==> src/audio_ctrl_pkg.sv <==
// constants, types and carriers shared by the sound-path control registers
// Function
// - with the polarity bit (6) of the interpolator control clear, left feeds channel 1 and right channel 2; set, polarity is inverted.
// - roll-off codes 0 and 1 at bits 5..4 pick the slow filter, codes 2 and 3 the fast one.
// - de-emphasis bits 3..1 pick none (0), 32 kHz (1), 44.1 kHz (2), 48 kHz (3), 96 kHz (4), and none for any higher code.
// - soft mute bit 0 ramps both channels down or up along a raised cosine, and resets to 0 in legacy mode and 1 in bus mode.
// - the left volume code comes from bits 15..8 of the volume register and sets the left channel attenuation.
// - the right volume code comes from bits 7..0 of the volume register and sets the right channel attenuation.
// - the interpolator control register is read/write and resets to 0x0020 in legacy mode and 0x0021 in bus mode.
package audio_ctrl_pkg;

	// register pointers as sent in the sub-address byte
	localparam logic [7:0] INTERP_CTRL_ADDR = 8'h00;
	localparam logic [7:0] VOLUME_ADDR = 8'h01;

	// field positions
	localparam int POLARITY_BIT = 6;
	localparam int ROLLOFF_MSB = 5;
	localparam int ROLLOFF_LSB = 4;
	localparam int DEEMPH_MSB = 3;
	localparam int DEEMPH_LSB = 1;
	localparam int SOFT_MUTE_BIT = 0;
	localparam int CTRL_USED_MSB = 6;
	localparam int LEFT_VOL_MSB = 15;
	localparam int LEFT_VOL_LSB = 8;
	localparam int RIGHT_VOL_MSB = 7;
	localparam int RIGHT_VOL_LSB = 0;

	// reset values
	localparam logic [15:0] CTRL_RESET_LEGACY = 16'h0020;
	localparam logic [15:0] CTRL_RESET_I2C = 16'h0021;
	localparam logic [15:0] VOLUME_RESET = 16'h0000;

	// upper five bits of the slave address, low two come from pins
	localparam logic [4:0] DEVICE_ADDR_BASE = 5'h0d;

	// timing counts
	localparam logic [1:0] STRAP_SETTLE = 2'h2;
	localparam logic [4:0] RAMP_STEPS = 5'h10;
	localparam int RAMP_STEP_CYCLES = 256;

	typedef enum logic [2:0] {
		DEEMPH_NONE = 3'h0,
		DEEMPH_32K = 3'h1,
		DEEMPH_44K1 = 3'h2,
		DEEMPH_48K = 3'h3,
		DEEMPH_96K = 3'h4
	} deemph_e;

	typedef enum logic [8:0] {
		ST_IDLE = 9'h001,
		ST_ADDR = 9'h002,
		ST_ACK_ADDR = 9'h004,
		ST_SUB = 9'h008,
		ST_ACK_SUB = 9'h010,
		ST_WRITE = 9'h020,
		ST_ACK_WRITE = 9'h040,
		ST_READ = 9'h080,
		ST_READ_ACK = 9'h100
	} bus_state_e;

	typedef struct packed {
		logic scl;
		logic sda;
	} bus_pins_in_s;

	typedef struct packed {
		logic sda_out;
		logic sda_oe_n;
	} bus_pins_out_s;

	typedef struct packed {
		logic channel_polarity_invert;
		logic [1:0] filter_rolloff_select;
		logic rolloff_fast;
		deemph_e deemphasis_select;
		logic soft_mute;
		logic muted;
		logic [7:0] mute_gain;
		logic [7:0] left_volume_code;
		logic [7:0] right_volume_code;
	} sound_settings_s;

endpackage

==> src/pin_sync.sv <==
// two-stage synchroniser for pins arriving from outside the clock domain
`timescale 1ns/100ps
module pin_sync #(
	parameter int WIDTH = 1
) (
	input wire logic clock,
	input wire logic nrst,
	input wire logic [WIDTH-1:0] d,
	output logic [WIDTH-1:0] q
);
	typedef struct packed {
		logic [WIDTH-1:0] first;
		logic [WIDTH-1:0] second;
	} sync_state_s;

	sync_state_s r;
	sync_state_s next_r;

	// first stage feeds only the second stage
	always_comb begin
		next_r = r;
		next_r.first = d;
		next_r.second = r.first;
	end

	always_ff @(posedge clock or negedge nrst) begin
		if (!nrst) begin
			r <= '0;
		end else begin
			r <= next_r;
		end
	end

	assign q = r.second;
endmodule

==> src/sound_ctrl_regs.sv <==
// bus-mode control port and the interpolator / volume registers
`timescale 1ns/100ps
module sound_ctrl_regs #(
	parameter int RAMP_STEP_CYCLES = audio_ctrl_pkg::RAMP_STEP_CYCLES
) (
	input wire logic clock,
	input wire logic nrst,
	input audio_ctrl_pkg::bus_pins_in_s bus_in,
	input wire logic [1:0] addr_select,
	input wire logic i2c_mode,
	output audio_ctrl_pkg::bus_pins_out_s bus_out,
	output audio_ctrl_pkg::sound_settings_s settings
);
	typedef struct packed {
		audio_ctrl_pkg::bus_state_e st;
		logic [3:0] bit_cnt;
		logic [7:0] shift;
		logic [15:0] tx;
		logic [7:0] ptr;
		logic rw;
		logic byte_hi;
		logic [7:0] wr_hi;
		logic scl_prev;
		logic sda_prev;
		logic [6:0] ctrl;
		logic [15:0] volume;
		logic [1:0] boot_cnt;
		logic [4:0] ramp_idx;
		logic [15:0] ramp_div;
		audio_ctrl_pkg::bus_pins_out_s pins;
		audio_ctrl_pkg::sound_settings_s out;
	} state_s;

	localparam logic [15:0] RAMP_LAST = 16'(RAMP_STEP_CYCLES - 1);

	state_s r;
	state_s next_r;
	logic [4:0] pins_s;
	logic scl_s;
	logic sda_s;
	logic mode_s;
	logic [6:0] dev_addr;
	logic scl_rise;
	logic scl_fall;
	logic start_seen;
	logic stop_seen;
	logic wr_en;
	logic [15:0] wr_data;

	// pins and straps are asynchronous to clock
	pin_sync #(.WIDTH(5)) u_sync (
		.clock(clock),
		.nrst(nrst),
		.d({bus_in.scl, bus_in.sda, i2c_mode, addr_select}),
		.q(pins_s)
	);

	assign scl_s = pins_s[4];
	assign sda_s = pins_s[3];
	assign mode_s = pins_s[2];
	assign dev_addr = {audio_ctrl_pkg::DEVICE_ADDR_BASE, pins_s[1:0]};

	// readback: unused control bits and unmapped pointers read as zero
	function automatic logic [15:0] read_word(input logic [7:0] ptr,
			input logic [6:0] ctrl, input logic [15:0] volume);
		logic [15:0] w;
		w = 16'h0000;
		if (ptr == audio_ctrl_pkg::INTERP_CTRL_ADDR) begin
			w = {9'h000, ctrl};
		end else if (ptr == audio_ctrl_pkg::VOLUME_ADDR) begin
			w = volume;
		end
		return w;
	endfunction

	// raised-cosine gain, index 0 is full gain and 16 is silence
	function automatic logic [7:0] cosine_gain(input logic [4:0] idx);
		logic [7:0] g;
		g = 8'h00;
		case (idx)
			5'h00: g = 8'hff;
			5'h01: g = 8'hfd;
			5'h02: g = 8'hf5;
			5'h03: g = 8'hea;
			5'h04: g = 8'hda;
			5'h05: g = 8'hc6;
			5'h06: g = 8'hb0;
			5'h07: g = 8'h98;
			5'h08: g = 8'h80;
			5'h09: g = 8'h67;
			5'h0a: g = 8'h4f;
			5'h0b: g = 8'h39;
			5'h0c: g = 8'h25;
			5'h0d: g = 8'h15;
			5'h0e: g = 8'h0a;
			5'h0f: g = 8'h02;
			default: g = 8'h00;
		endcase
		return g;
	endfunction

	// codes 5..7 fall back to no de-emphasis
	function automatic audio_ctrl_pkg::deemph_e decode_deemph(
			input logic [2:0] code);
		audio_ctrl_pkg::deemph_e d;
		d = audio_ctrl_pkg::DEEMPH_NONE;
		case (code)
			3'h1: d = audio_ctrl_pkg::DEEMPH_32K;
			3'h2: d = audio_ctrl_pkg::DEEMPH_44K1;
			3'h3: d = audio_ctrl_pkg::DEEMPH_48K;
			3'h4: d = audio_ctrl_pkg::DEEMPH_96K;
			default: d = audio_ctrl_pkg::DEEMPH_NONE;
		endcase
		return d;
	endfunction

	// bus engine, register writes, mode strap, mute ramp and outputs
	always_comb begin
		next_r = r;
		wr_en = 1'b0;
		wr_data = {r.wr_hi, r.shift};
		scl_rise = scl_s & ~r.scl_prev;
		scl_fall = ~scl_s & r.scl_prev;
		start_seen = r.scl_prev & scl_s & r.sda_prev & ~sda_s;
		stop_seen = r.scl_prev & scl_s & ~r.sda_prev & sda_s;
		next_r.scl_prev = scl_s;
		next_r.sda_prev = sda_s;

		if (scl_rise) begin
			next_r.shift = {r.shift[6:0], sda_s};
			next_r.bit_cnt = r.bit_cnt + 4'h1;
		end

		if (stop_seen) begin
			next_r.st = audio_ctrl_pkg::ST_IDLE;
			next_r.pins = '{sda_out: 1'b1, sda_oe_n: 1'b1};
		end else if (start_seen) begin
			// repeated start keeps the pointer for a following read
			next_r.st = audio_ctrl_pkg::ST_ADDR;
			next_r.bit_cnt = 4'h0;
			next_r.pins = '{sda_out: 1'b1, sda_oe_n: 1'b1};
		end else begin
			unique case (r.st)
				audio_ctrl_pkg::ST_IDLE: begin
				end
				audio_ctrl_pkg::ST_ADDR: begin
					if (scl_fall && r.bit_cnt == 4'h8) begin
						if (r.shift[7:1] == dev_addr) begin
							next_r.rw = r.shift[0];
							next_r.pins = '{sda_out: 1'b0, sda_oe_n: 1'b0};
							next_r.st = audio_ctrl_pkg::ST_ACK_ADDR;
						end else begin
							next_r.st = audio_ctrl_pkg::ST_IDLE;
						end
					end
				end
				audio_ctrl_pkg::ST_ACK_ADDR: begin
					if (scl_fall) begin
						next_r.bit_cnt = 4'h0;
						next_r.byte_hi = 1'b1;
						if (r.rw) begin
							next_r.tx = read_word(r.ptr, r.ctrl, r.volume);
							next_r.pins.sda_out = 1'b0;
							next_r.pins.sda_oe_n = next_r.tx[15];
							next_r.st = audio_ctrl_pkg::ST_READ;
						end else begin
							next_r.pins = '{sda_out: 1'b1, sda_oe_n: 1'b1};
							next_r.st = audio_ctrl_pkg::ST_SUB;
						end
					end
				end
				audio_ctrl_pkg::ST_SUB: begin
					if (scl_fall && r.bit_cnt == 4'h8) begin
						next_r.ptr = r.shift;
						next_r.pins = '{sda_out: 1'b0, sda_oe_n: 1'b0};
						next_r.st = audio_ctrl_pkg::ST_ACK_SUB;
					end
				end
				audio_ctrl_pkg::ST_ACK_SUB, audio_ctrl_pkg::ST_ACK_WRITE: begin
					if (scl_fall) begin
						next_r.bit_cnt = 4'h0;
						next_r.pins = '{sda_out: 1'b1, sda_oe_n: 1'b1};
						next_r.st = audio_ctrl_pkg::ST_WRITE;
					end
				end
				audio_ctrl_pkg::ST_WRITE: begin
					// high byte first; the word lands on its low byte
					if (scl_fall && r.bit_cnt == 4'h8) begin
						next_r.pins = '{sda_out: 1'b0, sda_oe_n: 1'b0};
						next_r.st = audio_ctrl_pkg::ST_ACK_WRITE;
						next_r.byte_hi = ~r.byte_hi;
						if (r.byte_hi) begin
							next_r.wr_hi = r.shift;
						end else begin
							wr_en = 1'b1;
							next_r.ptr = r.ptr + 8'h01;
						end
					end
				end
				audio_ctrl_pkg::ST_READ: begin
					if (scl_fall) begin
						if (r.bit_cnt == 4'h8) begin
							next_r.bit_cnt = 4'h0;
							next_r.pins = '{sda_out: 1'b1, sda_oe_n: 1'b1};
							next_r.st = audio_ctrl_pkg::ST_READ_ACK;
						end else begin
							next_r.tx = {r.tx[14:0], 1'b0};
							next_r.pins.sda_oe_n = next_r.tx[15];
						end
					end
				end
				audio_ctrl_pkg::ST_READ_ACK: begin
					if (scl_rise && sda_s) begin
						next_r.st = audio_ctrl_pkg::ST_IDLE; // master nack
					end else if (scl_fall) begin
						next_r.bit_cnt = 4'h0;
						next_r.st = audio_ctrl_pkg::ST_READ;
						next_r.byte_hi = ~r.byte_hi;
						if (r.byte_hi) begin
							next_r.tx = {r.tx[14:0], 1'b0};
						end else begin
							next_r.ptr = r.ptr + 8'h01;
							next_r.tx = read_word(next_r.ptr, r.ctrl, r.volume);
						end
						next_r.pins.sda_out = 1'b0;
						next_r.pins.sda_oe_n = next_r.tx[15];
					end
				end
			endcase
		end

		// mute default follows the mode strap once it has settled
		if (r.boot_cnt != 2'h3) begin
			next_r.boot_cnt = r.boot_cnt + 2'h1;
			if (r.boot_cnt == audio_ctrl_pkg::STRAP_SETTLE) begin
				next_r.ctrl[audio_ctrl_pkg::SOFT_MUTE_BIT] = mode_s;
			end
		end

		if (wr_en) begin
			if (r.ptr == audio_ctrl_pkg::INTERP_CTRL_ADDR) begin
				next_r.ctrl = wr_data[audio_ctrl_pkg::CTRL_USED_MSB:0];
			end else if (r.ptr == audio_ctrl_pkg::VOLUME_ADDR) begin
				next_r.volume = wr_data;
			end
		end

		// ramp walks one table step per divider period toward the target
		next_r.ramp_div = r.ramp_div + 16'h0001;
		if (r.ramp_div >= RAMP_LAST) begin
			next_r.ramp_div = 16'h0000;
			if (r.ctrl[audio_ctrl_pkg::SOFT_MUTE_BIT]) begin
				if (r.ramp_idx < audio_ctrl_pkg::RAMP_STEPS) begin
					next_r.ramp_idx = r.ramp_idx + 5'h01;
				end
			end else if (r.ramp_idx != 5'h00) begin
				next_r.ramp_idx = r.ramp_idx - 5'h01;
			end
		end

		// settings are registered copies of the fields, plus the ramp's muted flag and gain
		next_r.out.channel_polarity_invert =
			next_r.ctrl[audio_ctrl_pkg::POLARITY_BIT];
		next_r.out.filter_rolloff_select = next_r.ctrl[
			audio_ctrl_pkg::ROLLOFF_MSB:audio_ctrl_pkg::ROLLOFF_LSB];
		next_r.out.rolloff_fast =
			next_r.ctrl[audio_ctrl_pkg::ROLLOFF_MSB];
		next_r.out.deemphasis_select = decode_deemph(next_r.ctrl[
			audio_ctrl_pkg::DEEMPH_MSB:audio_ctrl_pkg::DEEMPH_LSB]);
		next_r.out.soft_mute = next_r.ctrl[audio_ctrl_pkg::SOFT_MUTE_BIT];
		next_r.out.muted = next_r.ramp_idx == audio_ctrl_pkg::RAMP_STEPS;
		next_r.out.mute_gain = cosine_gain(next_r.ramp_idx);
		next_r.out.left_volume_code = next_r.volume[
			audio_ctrl_pkg::LEFT_VOL_MSB:audio_ctrl_pkg::LEFT_VOL_LSB];
		next_r.out.right_volume_code = next_r.volume[
			audio_ctrl_pkg::RIGHT_VOL_MSB:audio_ctrl_pkg::RIGHT_VOL_LSB];
	end

	// reset loads legacy defaults; the strap adjusts mute afterwards
	always_ff @(posedge clock or negedge nrst) begin
		if (!nrst) begin
			r <= '0;
			r.st <= audio_ctrl_pkg::ST_IDLE;
			r.pins <= '{sda_out: 1'b1, sda_oe_n: 1'b1};
			r.ctrl <= audio_ctrl_pkg::CTRL_RESET_LEGACY[6:0];
			r.volume <= audio_ctrl_pkg::VOLUME_RESET;
			r.out.filter_rolloff_select <= 2'h2;
			r.out.rolloff_fast <= 1'b1;
			r.out.mute_gain <= 8'hff;
		end else begin
			r <= next_r;
		end
	end

	assign bus_out = r.pins;
	assign settings = r.out;
endmodule

==> config.mk <==
export PLATFORM = sky130hd
export DESIGN_NAME = sound_ctrl_regs
export DESIGN_NICKNAME = d
export VERILOG_FILES = /design/src/audio_ctrl_pkg.sv /design/src/pin_sync.sv /design/src/sound_ctrl_regs.sv
export SDC_FILE = /design/constraint.sdc
export NUM_CORES = 1
export LEC_CHECK = 0
export BUFFER_PORTS_ARGS = -buffer_cell sky130_fd_sc_hd__buf_2
export CORE_MARGIN = 4
export CORE_UTILIZATION = 60
export CTS_BUF_LIST = sky130_fd_sc_hd__clkbuf_16
export DETAILED_ROUTE_END_ITERATION = 12
export GPL_TIMING_DRIVEN = 0
export PLACE_DENSITY = 0.79
export SLEW_MARGIN = 20
export SYNTH_ARGS = -nofsm -noshare
export SYNTH_HDL_FRONTEND = slang
export SYNTH_HIERARCHICAL = 1
export SYNTH_SLANG_ARGS = --single-unit
==> constraint.sdc <==
create_clock -name clock -period 4 [get_ports clock]
set_input_delay 0.6 -clock clock [delete_from_list [all_inputs] [get_ports clock]]
set_output_delay 0.6 -clock clock [all_outputs]
set_load 0.005 [all_outputs]
==> results of run 1 <==
==> power groups by stage <==
stage	sequential [mW]	combinational, mW	clock [mW]
6_report	1.60	0.980	1.52
5_1_grt	1.62	1.10	1.60
4_1_cts	1.59	0.977	1.53
3_5_place_dp	1.61	0.964	0
3_3_place_gp	1.60	0.921	0
2_1_floorplan	1.56	0.731	0
==> final timing paths <==
check / from / to / cells past startpoint
min in group clock: i2c_mode / u_sync/next_r[2] / 1
hold / removal: nrst / r[135] / 1
setup reg to reg: r[129] / r[112] / 6
hold reg to reg: u_sync/next_r[1] / u_sync/q[1] / 0
max in group asynchronous: nrst / settings[17] / 2
setup / recovery: r[129] / r[112] / 6
==> registers in the layout (all words and copies together), names as in the netlist <==
| register | flops |
|---|---|
| r | 86 |
| settings | 28 |
| u_sync/q | 5 |
| bus_out | 2 |
| u_sync/next_r | 5 |
==> worst max-delay path, stage by stage, from the launching register on <==
cell	delay [ns]
dfstp_2	0.40
or4_1	0.61
nor4_4	0.52
nor2_1	0.27
a21oi_1	0.68
clkbuf_1	0.45
a31oi_1	0.15
==> cell families (layout without fill, tap and decap cells) <==
| kind of cell | Yosys count | count (layout) |
|---|---|---|
| AOI/OAI and AO/OA | 141 | 141 |
| and+or+nand+nor | 204 | 204 |
| buffers and inverters | 89 | 163 |
| muxes | 57 | 57 |
| DFF | 126 | 126 |
| other | 1 | 8 |
| adders and majority gates | 18 | 18 |
| xor gates and xnor gates | 21 | 21 |
==> routing by layer <==
| metal | share of wire [%] | GRT usage [%] | vias up |
|---|---|---|---|
| met1 | 42 | 32.8 | 2622 |
| met3 | 6.4 | 6.08 | 37 |
| met2 | 50 | 42.1 | 207 |
| met5 | 0 | 0 | - |
| li1 | - | - | 2467 |
| met4 | 1.7 | 9.26 | 0 |
==> cells in the final DEF (no fill, tap or decap), drive strengths merged, types with 7 or more instances in the layout <==
cell    synthesis  final
a211oi          7      7
a21oi          23     23
a22o           11     11
a31oi          17     17
buf            42     84
clkbuf         27     44
clkinv          0      8
conb            1      8
dfrtp         114    114
dfstp          12     12
ha             18     18
inv            20     22
mux2           42     42
mux2i          15     15
nand2          44     44
nand2b          7      7
nand3          15     15
nor2           54     54
nor2b           7      7
nor3           15     15
nor4           12     12
o21ai          32     32
or3             7      7
or4             7      7
xnor2          10     10
xor2           11     11
==> through the flow <==
step | instance area (µm²) | utilization, % | setup WS [ns]
after floorplan | 6810 | - | 1.26
after detailed placement | 7220 | 66.0 | 0.804
after global routing | 7800 | 71.3 | 0.569
after CTS | 7800 | 71.3 | 0.807
after global placement | 7190 | 65.7 | 0.821
final | 7800 | 71.3 | 0.774
==> final cells by class <==
cell class              count  area [µm²]  share of cell area (%)
clock inverters            15         155                    1.99
flip-flops and latches    126        3170                    40.6
inverters                  20        75.1                   0.962
multi-input cells         449        3140                    40.3
well taps                 140         175                    2.25
plain buffers              69         420                    5.39
repair buffers             42         239                    3.06
clock buffers              17         425                    5.45
==> run_results.csv, run 1 <==
group,metric,value,unit
outcome,status,"finished, final reports clean",
timing,max_freq,310,MHz
die,die_y,114,µm
cts,cts-resized-gates,0,
global_route,gr-usage-all-layers,25.5,%
routing,wl_per_cell,17.9,µm
synthesis,yosys_warnings,6,
power_and_ir_drop,p_comb_share,23.9,%
critical_path,critical_path_arrival,3.50,ns
cts,numClockSinks,126,
synthesis,ys_ff_latch,126,
synthesis,synthArstFlopShare,100,%
synthesis,ys_seq_area_share,46.7,%
global_route,antenna_found_initial,0,
power_and_ir_drop,swShare,30.4,%
timing,slew_headroom,28.6,%
synthesis,synth_top_area_cell,"dfrtp_1",
layout,area_growth,15.1,%
die,pin_count,42,
synthesis,synthAdderAreaFrac,3.32,%
cts,clockRootBuffer,"clkbuf_16",
timing,worst_pin_slew,1.06,ns
critical_path,worstSetupPathType,"reg2reg",
critical_path,path_max_fanout,10,
cts,hold_buffers,0,
layout,finalNetCount,750,
power_and_ir_drop,p_leak,3.66,nW
die,rows,38,
layout,antenna_cells,0,
placement,hpwlAfterDp,10.8,mm
routing,via_per_inst,6.07,
cts,clk_pin_slew,0.06,ns
power_and_ir_drop,power_density,525,nW/µm²
timing,slew_violations,0,
global_route,grt_pass1_wl,26.2,mm
synthesis,ys_types,73,
power_and_ir_drop,power,4.09,mW
critical_path,cp-end-kind,"flop",
timing,timing.final.crit_period,3.23,ns
synthesis,post_synth.cell_area_avg,10.3,µm²
timing,setup_tns,0,ns
synthesis,yosys.area_share.simple,15.9,%
synthesis,synth.most_common_cell,"dfrtp_1",
cts,clk_latency,0.42,ns
cts,cts_max_level,4,
critical_path,cp-start-kind,"flop",
synthesis,synth-compound-area-share,14.2,%
power_and_ir_drop,clockPowerShare,37.0,%
die,fp.dieW,114,µm
synthesis,ys_top_cells_by_area,"dfrtp_1 42%, mux2_2 5.3%, dfstp_2 4.7%",
synthesis,synth_edf_count,0,
synthesis,yosys_most_used_dff,"dfrtp_1",
global_route,grt_max_degree,81,
synthesis,synthMuxAreaShare,9.74,%
placement,gp_congestion,0.940,
timing,period_share,80.7,%
cts,cts_made_buffers,17,
layout,drive_gt1_share,23.8,%
global_route,grt_pass1_vias,5383,
cts,postCtsSetupBuffers,0,
critical_path,rrSetupSlack,0.77,ns
die,core,10900,µm²
timing,hold_ws,0.103,ns
synthesis,ys_top_cells_by_count,"114 x dfrtp_1, 53 x nor2_1, 44 x nand2_1, 35 x buf_4, 32 x mux2_2",
synthesis,syn_inst,657,
timing,setup_violations,0,
die,dieArea,13100,µm²
routing,via_count,5333,
run,maxCapViolations,0,
timing,rsz0062_at_grt,"false",
die,start_util,62.0,%
power_and_ir_drop,switchingPower,1.25,mW
placement,io_buffers,41,
power_and_ir_drop,vdd_drop_max,0.000470,V
timing,fin_skew,0.00798,ns
global_route,overflow,0,
routing,routed_wl,15.7,mm
routing,drtPass1Iterations,5,
layout,fillers,824,
routing,drc,0,
synthesis,netlist_area,6780,µm²
routing,drt_iter0_markers,534,
synthesis,yosysTopAreaCellShare,42.1,%
synthesis,synth_xor_area_share,2.71,%
cts,cts_tree,"yes",
power_and_ir_drop,p_seq_share,39.0,%
worst_hold_path,hp-class,"in2async",
synthesis,synth_top_family_by_area,"simple AND/OR/NAND/NOR gates",
layout,final_cells,878,
critical_path,required,4.28,ns
placement,dp_cells,846,
power_and_ir_drop,p_int,2.85,mW
routing,drtAntennaViolNets,0,
timing,hold_viol_final,0,
cts,clockBufferDepth,2,
Power figures use the tool's default switching activity.
==> run 2, diff against run 1 <==
Clock period 4 ns to 3.13 ns, I/O delays scaled along.
==> run_results.csv, run 2 (synthesized netlist as in run 1, its figures left out) <==
group,metric,value,unit
routing,via_per_inst,6.09,
layout,final_cells,882,
worst_hold_path,hp-class,"in2reg",
critical_path,required,3.47,ns
placement,dp_cells,846,
cts,numClockSinks,126,
layout,mostFrequentLayoutCell,"dfrtp_1",
critical_path,cp-end-kind,"flop",
die,fp.dieW,114,µm
cts,clockBufferDepth,2,
worst_hold_path,holdPathStages,1,
critical_path,cp-start-kind,"flop",
cts,clockRootBuffer,"clkbuf_16",
placement,postPlaceCellArea,7220,µm²
placement,hpwlAfterDp,10.8,mm
layout,finalNetCount,754,
critical_path,r2r_start,"r[129]",
die,rows,38,
layout,multi_input_area,3170,µm²
die,core,10900,µm²
power_and_ir_drop,p_comb_share,24.2,%
critical_path,path_max_fanout,8,
critical_path,ff2ff_path_depth,7,
routing,drc,0,
critical_path,critical_path_arrival,3.33,ns
timing,period_share,95.5,%
power_and_ir_drop,clockPowerShare,36.9,%
routing,via_count,5370,
layout,layout_common_cells,"114 x dfrtp_1, 53 x nor2_1, 44 x nand2_1, 43 x buf_2, 38 x buf_4",
cts,clk_latency,0.42,ns
power_and_ir_drop,switchingPower,1.60,mW
placement,gp_congestion,0.940,
cts,cts_max_level,4,
power_and_ir_drop,p_leak,3.68,nW
critical_path,worstSetupPathType,"reg2reg",
timing,fin_skew,0.00686,ns
timing,worst_pin_slew,0.825,ns
power_and_ir_drop,power,5.25,mW
layout,seq_area,3170,µm²
outcome,status,"finished, final reports clean",
power_and_ir_drop,p_int,3.65,mW
global_route,grt_max_degree,81,
critical_path,reg2reg_to,"r[109]",
die,dieArea,13100,µm²
critical_path,rrSetupSlack,0.14,ns
layout,drive_gt1_share,24.7,%
die,die_y,114,µm
cts,cts_made_buffers,17,
die,pin_count,42,
placement,io_buffers,41,
routing,routed_wl,15.8,mm
timing,setup_violations,0,
routing,drtAntennaViolNets,0,
cts,clk_pin_slew,0.05,ns
layout,fillers,819,
power_and_ir_drop,vdd_drop_max,0.000613,V
timing,timing.final.crit_period,2.99,ns
global_route,grt_pass1_vias,5387,
layout,antenna_cells,0,
worst_hold_path,hold_path_startpoint,"bus_in[0]",
die,start_util,62.0,%
global_route,antenna_found_initial,0,
layout,max_flop_register,"r",
global_route,grt_pass1_wl,26.2,mm
global_route,gr-usage-all-layers,25.5,%
routing,drtPass1Iterations,5,
layout,final_area,7870,µm²
worst_hold_path,hold_path_end,"u_sync/next_r[3]",
power_and_ir_drop,p_seq_share,39.0,%
routing,wl_per_cell,17.9,µm
timing,slew_headroom,44.6,%
power_and_ir_drop,power_density,667,nW/µm²
layout,area_growth,16.0,%
global_route,overflow,0,
run,maxCapViolations,0,
layout,largest_reg_flops,86,
power_and_ir_drop,swShare,30.5,%
timing,max_freq,334,MHz
cts,cts_tree,"yes",
timing,hold_viol_final,0,
routing,drt_iter0_markers,493,
timing,slew_violations,0,
-- run 2: changes by cell type in the layout (fill, tap and decap cells not counted) --
| cell | previous run | this run |
|---|---|---|
| buf_4 | 35 | 38 |
| nor4_1 | 10 | 8 |
| nor4_2 | 0 | 2 |
| a21oi_1 | 23 | 22 |
| a21oi_4 | 0 | 1 |
| dlygate4sd3_1 | 0 | 1 |
| xnor2_1 | 10 | 9 |
| xnor2_2 | 0 | 1 |
-- run 2: metal layers --
metal	wire (µm)	up-vias	GRT usage [%]
met4	273	0	9.26
met2	7860	213	42.1
met3	1000	31	6.08
met5	0	-	0
met1	6610	2644	32.9
li1	-	2482	-
-- run 2: through the flow --
step / utilization (%) / setup TNS, ns / hold slack, ns / setup slack, ns
final: 71.9 / 0 / 0.149 / 0.140
after global routing: 71.9 / -0.0189 / 0.135 / -0.0120
after CTS: 71.5 / 0 / 0.140 / 0.00981
after detailed placement: 66.0 / -0.491 / 0.336 / -0.0665
after global placement: 65.7 / -0.0330 / 0.332 / -0.00902
after floorplan: - / 0 / 0.174 / 0.391
-- run 2: repair_timing --
action,4_1_cts,5_1_grt
resized for setup,2,3
hold endpoints to repair,43,0
hold buffers,1,0
setup endpoints to repair,11,38
setup buffers,0,3
pin swaps,0,1
-- run 2: final cells by class --
class                   count  area share [%]
flip-flops and latches    126            40.3
inverters                  20           0.955
plain buffers              69            5.35
repair buffers             46            3.45
multi-input cells         449            40.4
clock inverters            15            1.97
clock buffers              17            5.41
well taps                 140            2.23
-- run 2: power by group through the flow --
stage | Clock [mW] | Sequential [mW] | Combinational (mW)
after floorplan | 0 | 1.99 | 0.934
final | 1.94 | 2.04 | 1.27
after global placement | 0 | 2.05 | 1.18
after global routing | 2.04 | 2.07 | 1.42
after CTS | 1.95 | 2.04 | 1.26
after detailed placement | 0 | 2.06 | 1.23
-- run 2: worst max-delay path by stage --
stage | from | to | slack, ns | cells after the start
final | r[129] | r[109] | 0.14 | 7
after global routing | r[129] | r[108] | -0.01 | 7
after CTS | r[132] | r[135] | 0.01 | 7
after detailed placement | r[129] | r[111] | -0.07 | 6
after global placement | r[129] | r[111] | -0.009 | 6
after floorplan | r[133] | r[65] | 0.39 | 8
-- run 2: worst max-delay path, stage by stage (launching register included) --
cell	delay, ns
dfstp_2	0.41
or4_1	0.61
or4_1	0.65
a211oi_1	0.32
and4_1	0.25
clkbuf_1	0.29
o21ai_0	0.17
a31oi_1	0.21
==> run 3, diff against run 2 <==
--- a/config.mk
+++ b/config.mk
@@ -14,2 +14,3 @@
 export PLACE_DENSITY = 0.79
+export RECOVER_POWER = 50
 export SLEW_MARGIN = 20
==> constraint.sdc (replaced) <==
create_clock -name clock -period 3.13 [get_ports clock]
set_input_delay 0 -clock clock [delete_from_list [all_inputs] [get_ports clock]]
set_output_delay 0 -clock clock [all_outputs]
set_load 0.005 [all_outputs]
==> run_results.csv, run 3 (synthesized netlist as in run 1, its figures left out) <==
group,metric,value,unit
outcome,status,"finished with violations",
outcome,violations,"max-capacitance violations, max-slew violations",
layout,finalNetCount,759,
routing,drt_iter0_markers,472,
power_and_ir_drop,power_density,665,nW/µm²
global_route,overflow,0,
layout,antenna_cells,0,
cts,clk_latency,0.42,ns
routing,wl_per_cell,17.9,µm
timing,period_share,95.4,%
cts,clk_pin_slew,0.05,ns
critical_path,cp-end-kind,"flop",
cts,clockRootBuffer,"clkbuf_16",
cts,clockBufferDepth,2,
die,die_y,114,µm
critical_path,required,3.47,ns
routing,via_per_inst,6.07,
global_route,gr-usage-all-layers,25.6,%
cts,cts_tree,"yes",
timing,max_freq,335,MHz
timing,setup_violations,0,
die,pin_count,42,
placement,io_buffers,41,
die,start_util,62.0,%
critical_path,path_max_fanout,8,
critical_path,critical_path_arrival,3.33,ns
critical_path,worstSetupPathType,"reg2reg",
die,rows,38,
timing,slew_headroom,-62.2,%
global_route,grt_max_degree,81,
timing,hold_viol_final,0,
placement,hpwlAfterDp,10.8,mm
routing,via_count,5381,
timing,finalWorstSetupSlack,0.143,ns
worst_hold_path,hp-class,"in2reg",
routing,drtPass1Iterations,5,
layout,area_growth,16.4,%
die,core,10900,µm²
timing,fin_skew,0.00680,ns
global_route,grt_pass1_vias,5422,
layout,final_cells,887,
layout,mostFrequentLayoutCell,"dfrtp_1",
die,fp.dieW,114,µm
placement,preCtsSetupSlack,-0.0665,ns
cts,cts_max_level,4,
routing,drtAntennaViolNets,0,
timing,timing.final.crit_period,2.99,ns
layout,layout_common_cells,"114 x dfrtp_1, 53 x nor2_1, 44 x nand2_1, 43 x buf_2, 38 x buf_4",
power_and_ir_drop,power,5.25,mW
placement,gp_congestion,0.940,
layout,largest_reg_flops,86,
routing,routed_wl,15.8,mm
die,dieArea,13100,µm²
routing,drc,0,
cts,numClockSinks,126,
cts,cts_made_buffers,17,
layout,fillers,817,
layout,max_flop_register,"r",
critical_path,cp-start-kind,"flop",
power_and_ir_drop,p_leak,3.69,nW
global_route,grt_pass1_wl,26.4,mm
global_route,antenna_found_initial,0,
run,maxCapViolations,1,
layout,drive_gt1_share,24.4,%
timing,slew_violations,48,
timing,worst_pin_slew,2.43,ns
power_and_ir_drop,vdd_drop_max,0.000617,V
placement,dp_cells,846,
## run 3: changes by cell type in the layout (fill, tap and decap cells not counted), sizes merged
cell / before / now
buf: 87 / 86
clkbuf: 44 / 45
dlygate4sd3: 1 / 6
## run 3: path summary, 6_finish.rpt
path	startpoint	cells after the start	slack (ns)	end
min in group asynchronous	nrst	2	0.86	r[135]
max reg2reg	r[129]	7	0.14	r[109]
min reg2reg	u_sync/next_r[0]	0	0.35	u_sync/q[0]
max	r[129]	7	0.14	r[109]
min	bus_in[0]	2	0.22	u_sync/next_r[3]
max in group asynchronous	nrst	3	0.59	settings[30]
## run 3: report_power, final
part	internal, mW	switching, mW
registers	1.86	0.182
logic	0.556	0.714
clock network	1.23	0.705
total	3.65	1.60
## run 3: per-stage QoR
step	setup TNS [ns]	instance area (µm²)	util, %	hold WS [ns]
6_report	0	7890	72.2	0.219
5_1_grt	-0.0189	7890	72.2	0.218
4_1_cts	0	7870	72.0	0.0833
3_5_place_dp	-0.491	7220	66.0	-0.0483
3_3_place_gp	-0.0330	7190	65.7	0.109
2_1_floorplan	0	6810	-	-0.296
## run 3: critical path: stages, from the launching register on
cell	delay [ns]
dfstp_2	0.40
or4_1	0.61
or4_1	0.64
a211oi_1	0.33
and4_1	0.25
clkbuf_1	0.29
o21ai_0	0.17
a31oi_1	0.21
## run 3: layout make-up
class                   instances  area, µm²  share of cell area, %
clock buffers                  17        425                   5.39
well taps                     140        175                   2.22
inverters                      20       75.1                  0.951
repair buffers                 51        298                   3.77
multi-input cells             449       3170                   40.2
flip-flops and latches        126       3170                   40.1
plain buffers                  69        420                   5.33
clock inverters                15        155                   1.97
## run 3: metal layers
layer / GRT usage, % / routed length, µm
met5: 0 / 0
met1: 32.9 / 6670
met4: 9.26 / 303
met3: 6.08 / 990
met2: 42.5 / 7870
## run 3: timing repair
| item | in CTS | in global routing |
|---|---|---|
| endpoints found under the setup margin | 11 | 38 |
| setup buffers | 0 | 3 |
| hold buffers | 6 | 0 |
| pin swaps | 0 | 1 |
| hold endpoints to repair | 122 | 0 |
| resized for setup | 2 | 3 |
